## config.mk

```make
export PLATFORM = sky130hd
export DESIGN_NAME = cti_device_flat
export DESIGN_NICKNAME = d
export VERILOG_FILES = /design/src/core/cti_pkg.sv /design/src/core/cti_link_if.sv /design/src/core/cti_device.sv /design/src/flat_wrapper.sv
export VERILOG_INCLUDE_DIRS = /design/src /design/src/core
export SDC_FILE = /design/constraint.sdc
export NUM_CORES = 1
export LEC_CHECK = 0
export BUFFER_PORTS_ARGS = -buffer_cell sky130_fd_sc_hd__buf_2
export CORE_UTILIZATION = 45
export CTS_CLUSTER_SIZE = 25
export DETAILED_ROUTE_END_ITERATION = 16
export GPL_TIMING_DRIVEN = 0
export PLACE_DENSITY = 0.66
export SYNTH_ARGS = -nofsm -noshare
export SYNTH_HDL_FRONTEND = slang
export SYNTH_SLANG_ARGS = --single-unit
```

## constraint.sdc

```tcl
create_clock -name i_sys_clk -period 13.22 [get_ports i_sys_clk]
set_input_delay 2.644 -clock i_sys_clk [delete_from_list [all_inputs] [get_ports i_sys_clk]]
set_output_delay 2.644 -clock i_sys_clk [all_outputs]
set_load 0.02 [all_outputs]
```

## src/core/cti_params.svh

```systemverilog
// Purpose: constants shared by both ends of the trigger and interrupt control link
// Assumes: 250 MHz module clock
// Notes: offsets in the configuration window are byte offsets on 16-bit words
//
// Overview of operation
// - status low byte: ones, address during acknowledge
// - mask bit 1 blocks its source
// - global enable low: 1 disables all interrupts
// - level codes 0..6 pick IRQ7..IRQ1, 7 disconnects
// - control bits 2..0 read as ones
// - host waits 3 ms after user storage write
// - registers take 16-bit only, bulk memory also 32
// - operational block decoded at offset register base
// - sync: trigger clears or starts clock counters
// - sync used only with backplane-synchronous triggers
// - enable starts clock; in sync, after trigger
// - source 00 internal, 01 trigger line, 10 external
// - rate codes 200 kHz to 100 Hz, 2-5-10
// - trigger-line clock used only when clock-in enabled
// - backplane trigger drives panel output and source 1
// - line select fields are binary line numbers
// - panel trigger routed if enabled, always source 2
// - clock-out drives sample clock onto chosen line
// - limit status driven onto chosen line when enabled
// - chosen line trigger starts post-trigger countdown
// - software keeps stop bit zero with transient enable
// - status read or acknowledge clears source flags
// - setup bit 0: run when 1, setup when 0
`ifndef CTI_PARAMS_SVH
`define CTI_PARAMS_SVH

// timing
`define CTI_CLK_HZ 250000000
`define CTI_BASE_HZ 200000
`define CTI_NV_WAIT_MS 3

// configuration window offsets
`define CTI_OFFSET_OFS 6'h06
`define CTI_ISR_OFS 6'h1a
`define CTI_ICR_OFS 6'h1c
`define CTI_SUBCLASS_OFS 6'h1e
`define CTI_SUFFIX_HI_OFS 6'h20
`define CTI_SUFFIX_LO_OFS 6'h22
`define CTI_USER_OFS 6'h24
`define CTI_USER_BASE_IDX 5'h12

// operational window offsets
`define CTI_CLKSEL_OFS 24'h000000
`define CTI_TRIG1_OFS 24'h000002
`define CTI_TRIG2_OFS 24'h000004
`define CTI_SETUP_OFS 24'h000006
`define CTI_BULK_OFS 24'h400000

// reset and fixed values
`define CTI_ICR_RST 16'hffff
`define CTI_ICR_ONES 16'h0047
`define CTI_SUBCLASS_VAL 16'hfffe
`define CTI_LEVEL_OFF 3'h7

// host command register fields
`define CTI_HOST_ADDR_IDX 3'h0
`define CTI_HOST_CTRL_IDX 3'h1
`define CTI_HOST_WDATA_IDX 3'h2
`define CTI_HOST_RDATA_IDX 3'h3
`define CTI_HOST_STAT_IDX 3'h4

`endif

```

## src/core/cti_pkg.sv

```systemverilog
// Purpose: types used by the module and controller ends
// Assumes: nothing
// Notes: constants live in cti_params.svh
package cti_pkg;
  typedef logic [15:0] cti_word_t;
  typedef logic [31:0] cti_addr_t;
  typedef enum {CTI_H_IDLE, CTI_H_HOLD, CTI_H_ISSUE} cti_host_state_t;
endpackage : cti_pkg

```

## src/core/cti_link_if.sv

```systemverilog
// Purpose: backplane register link between host and module
// Assumes: one clock shared by both ends
// Notes: req holds until ack, ack is a one-cycle pulse
`timescale 1ns/10ps
interface cti_link_if;
  logic req;
  logic [31:0] addr;
  logic a32;
  logic wr;
  logic d32;
  logic iack;
  logic [31:0] wdata;
  logic [31:0] rdata;
  logic ack;
  logic berr;
  logic [7:1] irq;
  modport dev (input req, addr, a32, wr, d32, iack, wdata,
               output rdata, ack, berr, irq);
  modport host (output req, addr, a32, wr, d32, iack, wdata,
                input rdata, ack, berr, irq);
endinterface : cti_link_if

```

## src/core/cti_device.sv

```systemverilog
// Purpose: module side: interrupt, sample clock and trigger routing registers
// Assumes: trigger and panel inputs synchronous to i_sys_clk
// Notes: trigger lines are asserted high, oe follows the driven bits
//
// Local design decision: the AHB-Lite slave port.
`timescale 1ns/10ps
`include "cti_params.svh"
module cti_device #(
  parameter logic BIG_MEM = 1'b0,
  parameter logic LOW_RATE = 1'b0,
  // arbitrary option codes
  parameter logic [15:0] SUFFIX_HI = 16'h5a5a,
  parameter logic [15:0] SUFFIX_LO = 16'h5a5a
) (
  // clock, reset, enable
  input wire logic i_sys_clk,
  input wire logic i_rst,
  input wire logic i_ce,
  // backplane link
  cti_link_if.dev link,
  // identity
  input wire logic [7:0] i_logical_addr,
  // backplane trigger lines
  input wire logic [7:0] i_ttl_trig,
  output logic [7:0] o_ttl_trig_o,
  output logic [7:0] o_ttl_trig_oe,
  // front panel
  input wire logic i_fp_trig,
  input wire logic i_ext_clk,
  output logic o_fp_trig,
  // acquisition side
  input wire logic i_limit_violation,
  input wire logic i_transient_done,
  input wire logic [3:0] i_segment_full,
  output logic o_sample_clk,
  output logic o_post_trigger_start,
  output cti_pkg::cti_word_t o_setup
);
  import cti_pkg::*;

  cti_word_t clk_sel;
  cti_word_t trig1;
  cti_word_t trig2;
  cti_word_t int_ctrl;
  cti_word_t offset_reg;
  cti_word_t user_mem [14];
  cti_word_t rd_word;
  logic [7:0] flags;
  logic [7:0] events;
  logic [7:0] ttl_prev;
  logic [7:0] ttl_edge;
  logic [7:0] next_drive;
  logic fp_prev;
  logic ext_prev;
  logic lv_prev;
  logic ttl_in_evt;
  logic cfg_hit;
  logic a32_hit;
  logic take;
  logic sel;
  logic d32_bad;
  logic wr_ok;
  logic irq_on;
  logic flag_clr;
  logic [5:0] cofs;
  logic [23:0] aofs;
  logic [3:0] user_idx;
  logic [10:0] pre_cnt;
  logic [10:0] mul_cnt;
  logic [10:0] div;
  logic started;
  logic run;
  logic int_tick;
  logic src_pulse;
  logic sync_evt;

  // period of each rate in steps of the 200 kHz base
  function automatic logic [10:0] rate_mult(input logic [3:0] code);
    case (code)
      4'h1: rate_mult = LOW_RATE ? 11'h000 : 11'h001;
      4'h2: rate_mult = 11'h002;
      4'h3: rate_mult = 11'h004;
      4'h4: rate_mult = 11'h00a;
      4'h5: rate_mult = 11'h014;
      4'h6: rate_mult = 11'h028;
      4'h7: rate_mult = 11'h064;
      4'h8: rate_mult = 11'h0c8;
      4'h9: rate_mult = 11'h190;
      4'ha: rate_mult = 11'h3e8;
      4'hb: rate_mult = 11'h7d0;
      default: rate_mult = 11'h000;
    endcase
  endfunction : rate_mult

  localparam logic [10:0] BASE_LAST = 11'(`CTI_CLK_HZ / `CTI_BASE_HZ - 1);

  // decode
  assign cofs = link.addr[5:0];
  assign aofs = link.addr[23:0];
  assign user_idx = 4'(cofs[5:1] - `CTI_USER_BASE_IDX);
  assign cfg_hit = ~link.a32 & (link.addr[15:14] == 2'h3) &
                   (link.addr[13:6] == i_logical_addr);
  assign a32_hit = link.a32 & (BIG_MEM ? (link.addr[31:25] == offset_reg[15:9]) :
                   (link.addr[31:24] == offset_reg[15:8]));
  assign take = i_ce & link.req & ~link.ack;
  assign sel = take & (link.iack ? (irq_on &
               (link.addr[2:0] == 3'(`CTI_LEVEL_OFF - int_ctrl[5:3])))
               : (cfg_hit | a32_hit));
  assign d32_bad = link.d32 & ~link.iack & ~(a32_hit & (aofs >= `CTI_BULK_OFS));
  assign wr_ok = sel & link.wr & ~link.iack & ~d32_bad;

  // interrupt request
  assign irq_on = (|(flags & ~int_ctrl[15:8])) & ~int_ctrl[7] &
                  (int_ctrl[5:3] != `CTI_LEVEL_OFF);
  always_comb begin
    link.irq = 7'h00;
    if (irq_on) begin
      link.irq[3'(`CTI_LEVEL_OFF - int_ctrl[5:3])] = 1'b1;
    end
  end

  // read mux
  always_comb begin
    rd_word = 16'hffff;
    if (link.iack) begin
      rd_word = {flags, i_logical_addr};
    end else if (cfg_hit) begin
      if (cofs == `CTI_ISR_OFS) begin
        rd_word = {flags, 8'hff};
      end else if (cofs == `CTI_ICR_OFS) begin
        rd_word = int_ctrl | `CTI_ICR_ONES;
      end else if (cofs == `CTI_OFFSET_OFS) begin
        rd_word = offset_reg;
      end else if (cofs == `CTI_SUBCLASS_OFS) begin
        rd_word = `CTI_SUBCLASS_VAL;
      end else if (cofs == `CTI_SUFFIX_HI_OFS) begin
        rd_word = SUFFIX_HI;
      end else if (cofs == `CTI_SUFFIX_LO_OFS) begin
        rd_word = SUFFIX_LO;
      end else if (cofs >= `CTI_USER_OFS) begin
        rd_word = user_mem[user_idx];
      end
    end else if (aofs == `CTI_CLKSEL_OFS) begin
      rd_word = {8'hff, clk_sel[7:0]};
    end else if (aofs == `CTI_TRIG1_OFS) begin
      rd_word = trig1;
    end else if (aofs == `CTI_TRIG2_OFS) begin
      rd_word = trig2;
    end else if (aofs == `CTI_SETUP_OFS) begin
      rd_word = o_setup;
    end
  end

  // link answer, one cycle after the request is seen
  always_ff @(posedge i_sys_clk or posedge i_rst) begin
    if (i_rst) begin
      link.ack <= 1'b0;
      link.berr <= 1'b0;
      link.rdata <= 32'h0;
    end else if (i_ce) begin
      link.ack <= sel;
      link.berr <= sel & d32_bad;
      if (sel) begin
        link.rdata <= {16'h0, rd_word};
      end
    end
  end

  // configuration writes
  always_ff @(posedge i_sys_clk or posedge i_rst) begin
    if (i_rst) begin
      int_ctrl <= `CTI_ICR_RST;
      offset_reg <= 16'h0;
    end else if (wr_ok & cfg_hit) begin
      if (cofs == `CTI_ICR_OFS) begin
        int_ctrl <= link.wdata[15:0];
      end else if (cofs == `CTI_OFFSET_OFS) begin
        offset_reg <= {link.wdata[15:8], 8'h00};
      end
    end
  end

  // user storage, timing kept by the host
  always_ff @(posedge i_sys_clk) begin
    if (wr_ok & cfg_hit & (cofs >= `CTI_USER_OFS)) begin
      user_mem[user_idx] <= link.wdata[15:0];
    end
  end

  // operational writes
  always_ff @(posedge i_sys_clk or posedge i_rst) begin
    if (i_rst) begin
      clk_sel <= 16'h0;
      trig1 <= 16'h0;
      trig2 <= 16'h0;
      o_setup <= 16'h0;
    end else if (wr_ok & a32_hit) begin
      if (aofs == `CTI_CLKSEL_OFS) begin
        clk_sel <= link.wdata[15:0];
      end else if (aofs == `CTI_TRIG1_OFS) begin
        trig1 <= link.wdata[15:0];
      end else if (aofs == `CTI_TRIG2_OFS) begin
        trig2 <= link.wdata[15:0];
      end else if (aofs == `CTI_SETUP_OFS) begin
        o_setup <= link.wdata[15:0];
      end
    end
  end

  // input edges
  always_ff @(posedge i_sys_clk or posedge i_rst) begin
    if (i_rst) begin
      ttl_prev <= 8'h0;
      fp_prev <= 1'b0;
      ext_prev <= 1'b0;
      lv_prev <= 1'b0;
    end else if (i_ce) begin
      ttl_prev <= i_ttl_trig;
      fp_prev <= i_fp_trig;
      ext_prev <= i_ext_clk;
      lv_prev <= i_limit_violation;
    end
  end
  assign ttl_edge = i_ttl_trig & ~ttl_prev;
  assign ttl_in_evt = trig1[15] & ttl_edge[trig1[14:12]];
  assign sync_evt = ttl_edge[trig1[14:12]];

  // source flags, a new event wins over the clear
  assign events = {i_transient_done, i_segment_full, i_fp_trig & ~fp_prev,
                   ttl_in_evt, i_limit_violation & ~lv_prev};
  assign flag_clr = sel & ~link.wr & (link.iack | (cfg_hit & (cofs == `CTI_ISR_OFS)));
  always_ff @(posedge i_sys_clk or posedge i_rst) begin
    if (i_rst) begin
      flags <= 8'h0;
    end else if (i_ce) begin
      flags <= (flag_clr ? 8'h0 : flags) | events;
    end
  end

  // internal sample clock generator
  assign div = rate_mult(clk_sel[3:0]);
  assign run = clk_sel[6] & (~clk_sel[7] | started);
  always_ff @(posedge i_sys_clk or posedge i_rst) begin
    if (i_rst) begin
      pre_cnt <= 11'h0;
      mul_cnt <= 11'h0;
      started <= 1'b0;
      int_tick <= 1'b0;
    end else if (i_ce) begin
      int_tick <= 1'b0;
      if (~clk_sel[6]) begin
        started <= 1'b0;
      end else if (clk_sel[7] & sync_evt) begin
        started <= 1'b1;
      end
      if (clk_sel[7] & sync_evt) begin
        pre_cnt <= 11'h0;
        mul_cnt <= 11'h0;
      end else if (run & (div != 11'h0)) begin
        if (pre_cnt == BASE_LAST) begin
          pre_cnt <= 11'h0;
          if (mul_cnt >= 11'(div - 11'h1)) begin
            mul_cnt <= 11'h0;
            int_tick <= 1'b1;
          end else begin
            mul_cnt <= 11'(mul_cnt + 11'h1);
          end
        end else begin
          pre_cnt <= 11'(pre_cnt + 11'h1);
        end
      end
    end
  end

  // clock source select
  always_comb begin
    case (clk_sel[5:4])
      2'h0: src_pulse = int_tick;
      2'h1: src_pulse = trig1[7] & ttl_edge[trig1[6:4]];
      2'h2: src_pulse = i_ext_clk & ~ext_prev;
      default: src_pulse = 1'b0;
    endcase
  end

  // trigger line drive
  always_comb begin
    next_drive = 8'h0;
    if (trig1[11] & i_fp_trig & ~fp_prev) begin
      next_drive[trig1[10:8]] = 1'b1;
    end
    if (trig1[3] & src_pulse) begin
      next_drive[trig1[2:0]] = 1'b1;
    end
    if (trig2[11] & i_limit_violation) begin
      next_drive[trig2[10:8]] = 1'b1;
    end
  end

  // registered outputs
  always_ff @(posedge i_sys_clk or posedge i_rst) begin
    if (i_rst) begin
      o_ttl_trig_o <= 8'h0;
      o_ttl_trig_oe <= 8'h0;
      o_fp_trig <= 1'b0;
      o_sample_clk <= 1'b0;
      o_post_trigger_start <= 1'b0;
    end else if (i_ce) begin
      o_ttl_trig_o <= next_drive;
      o_ttl_trig_oe <= next_drive;
      o_fp_trig <= ttl_in_evt;
      o_sample_clk <= run & src_pulse;
      o_post_trigger_start <= (trig2[3] & ttl_edge[trig2[2:0]]) |
        (wr_ok & a32_hit & (aofs == `CTI_SETUP_OFS) & link.wdata[2]);
    end
  end
endmodule : cti_device

```

## src/flat_wrapper.sv

```systemverilog
// flat-port wrapper written by rule: the top's interface ports become plain ports
module cti_device_flat import cti_pkg::*;
#(
  parameter logic BIG_MEM = 1'b0,
  parameter logic LOW_RATE = 1'b0,
                           
  parameter logic [15:0] SUFFIX_HI = 16'h5a5a,
  parameter logic [15:0] SUFFIX_LO = 16'h5a5a
)
  (i_sys_clk, i_rst, i_ce, i_logical_addr, i_ttl_trig, o_ttl_trig_o, o_ttl_trig_oe, i_fp_trig, i_ext_clk, o_fp_trig, i_limit_violation, i_transient_done, i_segment_full, o_sample_clk, o_post_trigger_start, o_setup, link_req, link_addr, link_a32, link_wr, link_d32, link_iack, link_wdata, link_rdata, link_ack, link_berr, link_irq);
  cti_link_if link_i ();
  input wire logic i_sys_clk;
  input wire logic i_rst;
  input wire logic i_ce;
  input wire logic [7:0] i_logical_addr;
  input wire logic [7:0] i_ttl_trig;
  output logic [7:0] o_ttl_trig_o;
  output logic [7:0] o_ttl_trig_oe;
  input wire logic i_fp_trig;
  input wire logic i_ext_clk;
  output logic o_fp_trig;
  input wire logic i_limit_violation;
  input wire logic i_transient_done;
  input wire logic [3:0] i_segment_full;
  output logic o_sample_clk;
  output logic o_post_trigger_start;
  output cti_pkg::cti_word_t o_setup;
  input wire logic [$bits(link_i.req)-1:0] link_req;
  input wire logic [$bits(link_i.addr)-1:0] link_addr;
  input wire logic [$bits(link_i.a32)-1:0] link_a32;
  input wire logic [$bits(link_i.wr)-1:0] link_wr;
  input wire logic [$bits(link_i.d32)-1:0] link_d32;
  input wire logic [$bits(link_i.iack)-1:0] link_iack;
  input wire logic [$bits(link_i.wdata)-1:0] link_wdata;
  output wire logic [$bits(link_i.rdata)-1:0] link_rdata;
  output wire logic [$bits(link_i.ack)-1:0] link_ack;
  output wire logic [$bits(link_i.berr)-1:0] link_berr;
  output wire logic [$bits(link_i.irq)-1:0] link_irq;
  assign link_i.req = link_req;
  assign link_i.addr = link_addr;
  assign link_i.a32 = link_a32;
  assign link_i.wr = link_wr;
  assign link_i.d32 = link_d32;
  assign link_i.iack = link_iack;
  assign link_i.wdata = link_wdata;
  assign link_rdata = link_i.rdata;
  assign link_ack = link_i.ack;
  assign link_berr = link_i.berr;
  assign link_irq = link_i.irq;
  cti_device #(.BIG_MEM(BIG_MEM), .LOW_RATE(LOW_RATE), .SUFFIX_HI(SUFFIX_HI), .SUFFIX_LO(SUFFIX_LO)) u_core (.i_sys_clk(i_sys_clk), .i_rst(i_rst), .i_ce(i_ce), .link(link_i), .i_logical_addr(i_logical_addr), .i_ttl_trig(i_ttl_trig), .o_ttl_trig_o(o_ttl_trig_o), .o_ttl_trig_oe(o_ttl_trig_oe), .i_fp_trig(i_fp_trig), .i_ext_clk(i_ext_clk), .o_fp_trig(o_fp_trig), .i_limit_violation(i_limit_violation), .i_transient_done(i_transient_done), .i_segment_full(i_segment_full), .o_sample_clk(o_sample_clk), .o_post_trigger_start(o_post_trigger_start), .o_setup(o_setup));
endmodule
```

==> impl_metrics.env <==
export IMPL_synth_seq_cells=372
export IMPL_yosysTopAreaCell="edfxtp_1"
export IMPL_routedWlPerCell_um=22.9
export IMPL_netlist_area_um2=17500
export IMPL_cts_tree="done"
export IMPL_clkTransAtPathRegs_ns=0.06
export IMPL_first_global_vias=11441
export IMPL_wirelength_um=46400
export IMPL_peakVddDrop_mv=0.0947
export IMPL_critical_path_class="input pin to flip-flop"
export IMPL_yosys_top_cells_count="224 x edfxtp_1, 136 x dfrtp_1, 75 x mux2_2, 73 x nand2_1, 73 x nor2_1"
export IMPL_finalSetupTns_ns=0
export IMPL_firstDrtPassIters=5
export IMPL_arrival_ns=6.18
export IMPL_cp_common_cell="buf_2"
export IMPL_r2r_start="u_core.clk_sel[1]"
export IMPL_fin_crit_sh_pct=44.9
export IMPL_hold_viol=0
export IMPL_seqCellArea_um2=10400
export IMPL_yosysMostFrequentCell="edfxtp_1"
export IMPL_slew_violations=0
export IMPL_cp_required_ns=13.47
export IMPL_grt_usage_pct=23.7
export IMPL_r2r_end="u_core.mul_cnt[2]"
export IMPL_slew_headroom_pct=16.8
export IMPL_nFillCells=3211
export IMPL_layout_cells_non_filler=2024
export IMPL_largest_reg_flops=224
export IMPL_antenna_found_initial=1
export IMPL_setup_viol=0
export IMPL_slowest_delay_ns=0.53
export IMPL_via_per_inst=5.81
export IMPL_syn_avg_cell_area_um2=13.8
export IMPL_path_buf_inv=7
export IMPL_final_nets=1597
export IMPL_powerDensity_nw_per_um2=124
export IMPL_start_util_pct=46.1
export IMPL_hold_path_class="flip-flop to flip-flop"
export IMPL_drive_gt1_share_pct=30.5
export IMPL_ctsResizeCount=0
export IMPL_synth_edff_count=224
export IMPL_ios=172
export IMPL_drc=0
export IMPL_root_buffer="clkbuf_16"
export IMPL_period_minus_slack_ns=5.93
export IMPL_regToRegSetupSlack_ns=9.07
export IMPL_cp_num_cells=11
export IMPL_area_growth_pct=16.5
export IMPL_crit_path_start_kind="input pin"
export IMPL_vias=11758
export IMPL_synthAdderAreaFrac_pct=1.43
export IMPL_end_kind="flip-flop"
export IMPL_r2r_cells=18
export IMPL_synth_top_area_share_pct=38.4
export IMPL_h_tree_depth=2
export IMPL_status="finished, final reports clean"
export IMPL_hpwl_um=33600
export IMPL_rows=71
export IMPL_max_freq_ghz=0.169
export IMPL_crit_start="link_addr[2]"
export IMPL_cts_buffer_depth=3
export IMPL_grt_overflow=0
export IMPL_netlist_instances=1272
export IMPL_critPathSlowestCell="nor2_2"
export IMPL_grt_start_max_net_pins=83
export IMPL_design_die_area_um2=39700
export IMPL_initialDrtViolationCount=1038
export IMPL_ys_flop_type="edfxtp_1"
export IMPL_synth_top_family_by_area="multiplexers"
export IMPL_min_from="u_core.lv_prev"
export IMPL_yosysWarnings=0
export IMPL_setup_slack_ns=7.29
export IMPL_synth_xor_area_share_pct=1.25
export IMPL_dieWidth_um=199
export IMPL_cts_buffers=40
export IMPL_grt_pass1_wl_um=69900
export IMPL_core_area_um2=37900
export IMPL_crit_end="u_core.user_mem[10][2]"
export IMPL_worstMarginPinSlew_ns=1.24
export IMPL_io_buffers=135
export IMPL_crit_chain="buf_2 > buf_2 > inv_1 > ha_1 > xor2_1 > buf_2 > clkbuf_1 > clkbuf_1 > nand3_1 > nor2_2 > buf_8"
export IMPL_grt_setup_unrepaired="false"
export IMPL_clk_latency_ns=0.55
export IMPL_place_congestion=0.942
export IMPL_synthMuxAreaShare_pct=15.9
export IMPL_ys_seq_area_share_pct=59.7
export IMPL_multi_input_area_um2=6500
export IMPL_crit_fanout=10
export IMPL_synthDistinctLibCells=75
export IMPL_largest_register="u_core.user_mem"
export IMPL_cap_violations=0
export IMPL_p_leak_nw=8.06
export IMPL_yosys_top_cells_area="edfxtp_1 38%, dfrtp_1 19%, mux4_2 7.7%, mux2_2 4.8%, dfstp_2 1.8%"
export IMPL_ant_nets=0
export IMPL_hold_buffers=0
export IMPL_finClkSkew_ns=0.0185
export IMPL_fp_dieH_um=199
export IMPL_yosys_area_share_simple_pct=9.13
export IMPL_placed_cells=1950
export IMPL_crit_family="buffers and inverters"
export IMPL_cts_sinks=372
export IMPL_ys_async_sr_fraction_pct=39.8
export IMPL_postCtsSetupBuffers=0
export IMPL_post_place_ws_ns=6.74
export IMPL_synth_compound_area_share_pct=8.85
-- stage by stage --
stage | hold slack (ns) | utilization (%) | area (µm²) | power (mW)
finish | 0.443 | 53.7 | 20400 | 2.53
CTS | 0.449 | 53.7 | 20400 | 2.55
global placement | 0.429 | 49.8 | 18900 | 1.50
global route | 0.475 | 53.7 | 20400 | 2.60
floorplan | 0.416 | - | 17600 | 1.41
detailed placement | 0.440 | 50.5 | 19200 | 1.50
-- final cells by class --
class                   count  area share [%]
clock buffers              52            5.28
well taps                 511            3.14
inverters                  44           0.835
diodes                      1          0.0123
plain buffers              90            2.44
multi-input cells         781            31.9
clock inverters            21           0.687
repair buffers            152            4.48
flip-flops and latches    372            51.2
-- worst register-to-register path: cells and delay by family, from the launching register on --
family	cells	cell delay (ns)
DFF	1	0.31
AOI/OAI and AO/OA	8	1.09
and+or+nand+nor	4	0.87
buffers and inverters	3	1.09
adders and majority gates	2	0.48
xor gates and xnor gates	1	0.21
-- cell usage in the layout, fill, tap and decap left out, drive strengths merged, types with 12 or more instances in the layout --
| master | count |
|---|---|
| edfxtp | 224 |
| buf | 209 |
| dfrtp | 136 |
| mux2 | 95 |
| clkbuf | 85 |
| nand2 | 76 |
| nor2 | 73 |
| mux4 | 60 |
| a21oi | 52 |
| inv | 44 |
| o21ai | 43 |
| mux2i | 28 |
| nand3 | 27 |
| o22ai | 23 |
| nand2b | 22 |
| nor3 | 21 |
| ha | 20 |
| clkinv | 18 |
| xor2 | 16 |
| conb | 16 |
| nor2b | 15 |
| or3 | 15 |
| a221oi | 15 |
| o31ai | 13 |
| dfstp | 12 |
| nor3b | 12 |
-- worst min path at each step --
stage	cells past startpoint	end	slack, ns
after detailed placement	1	u_core.flags[0]	0.44
after global placement	1	u_core.flags[0]	0.43
after global routing	1	u_core.flags[0]	0.48
after floorplan	1	u_core.flags[0]	0.42
final	1	u_core.flags[0]	0.44
after CTS	1	u_core.flags[0]	0.45
-- where the power goes --
group | total [mW] | leakage [nW] | internal, mW | switching, mW
logic | 0.215 | 3.54 | 0.0762 | 0.139
clock network | 1.05 | 0.595 | 0.595 | 0.458
registers | 1.26 | 3.93 | 1.25 | 0.0124
total | 2.53 | 8.06 | 1.92 | 0.609
-- routing by layer --
layer | GRT usage, % | wire, µm | up-vias
met5 | 0 | 0 | -
met2 | 37.7 | 21500 | 487
met4 | 8.01 | 1480 | 0
met1 | 32.7 | 19800 | 5937
met3 | 4.47 | 3580 | 88
li1 | - | - | 5246
-- cell families (layout without fill, tap and decap cells) --
logic type               Yosys count  in the layout
AND/OR/NAND/NOR                  308            308
multiplexers                     183            183
AO/OA/AOI/OAI                    229            229
other                              1             17
adder cells (fa/ha/maj)           20             20
buffers and inverters            134            359
XOR/XNOR                          25             25
flip-flops                       372            372
No activity file was read; power rests on OpenSTA's default activity.
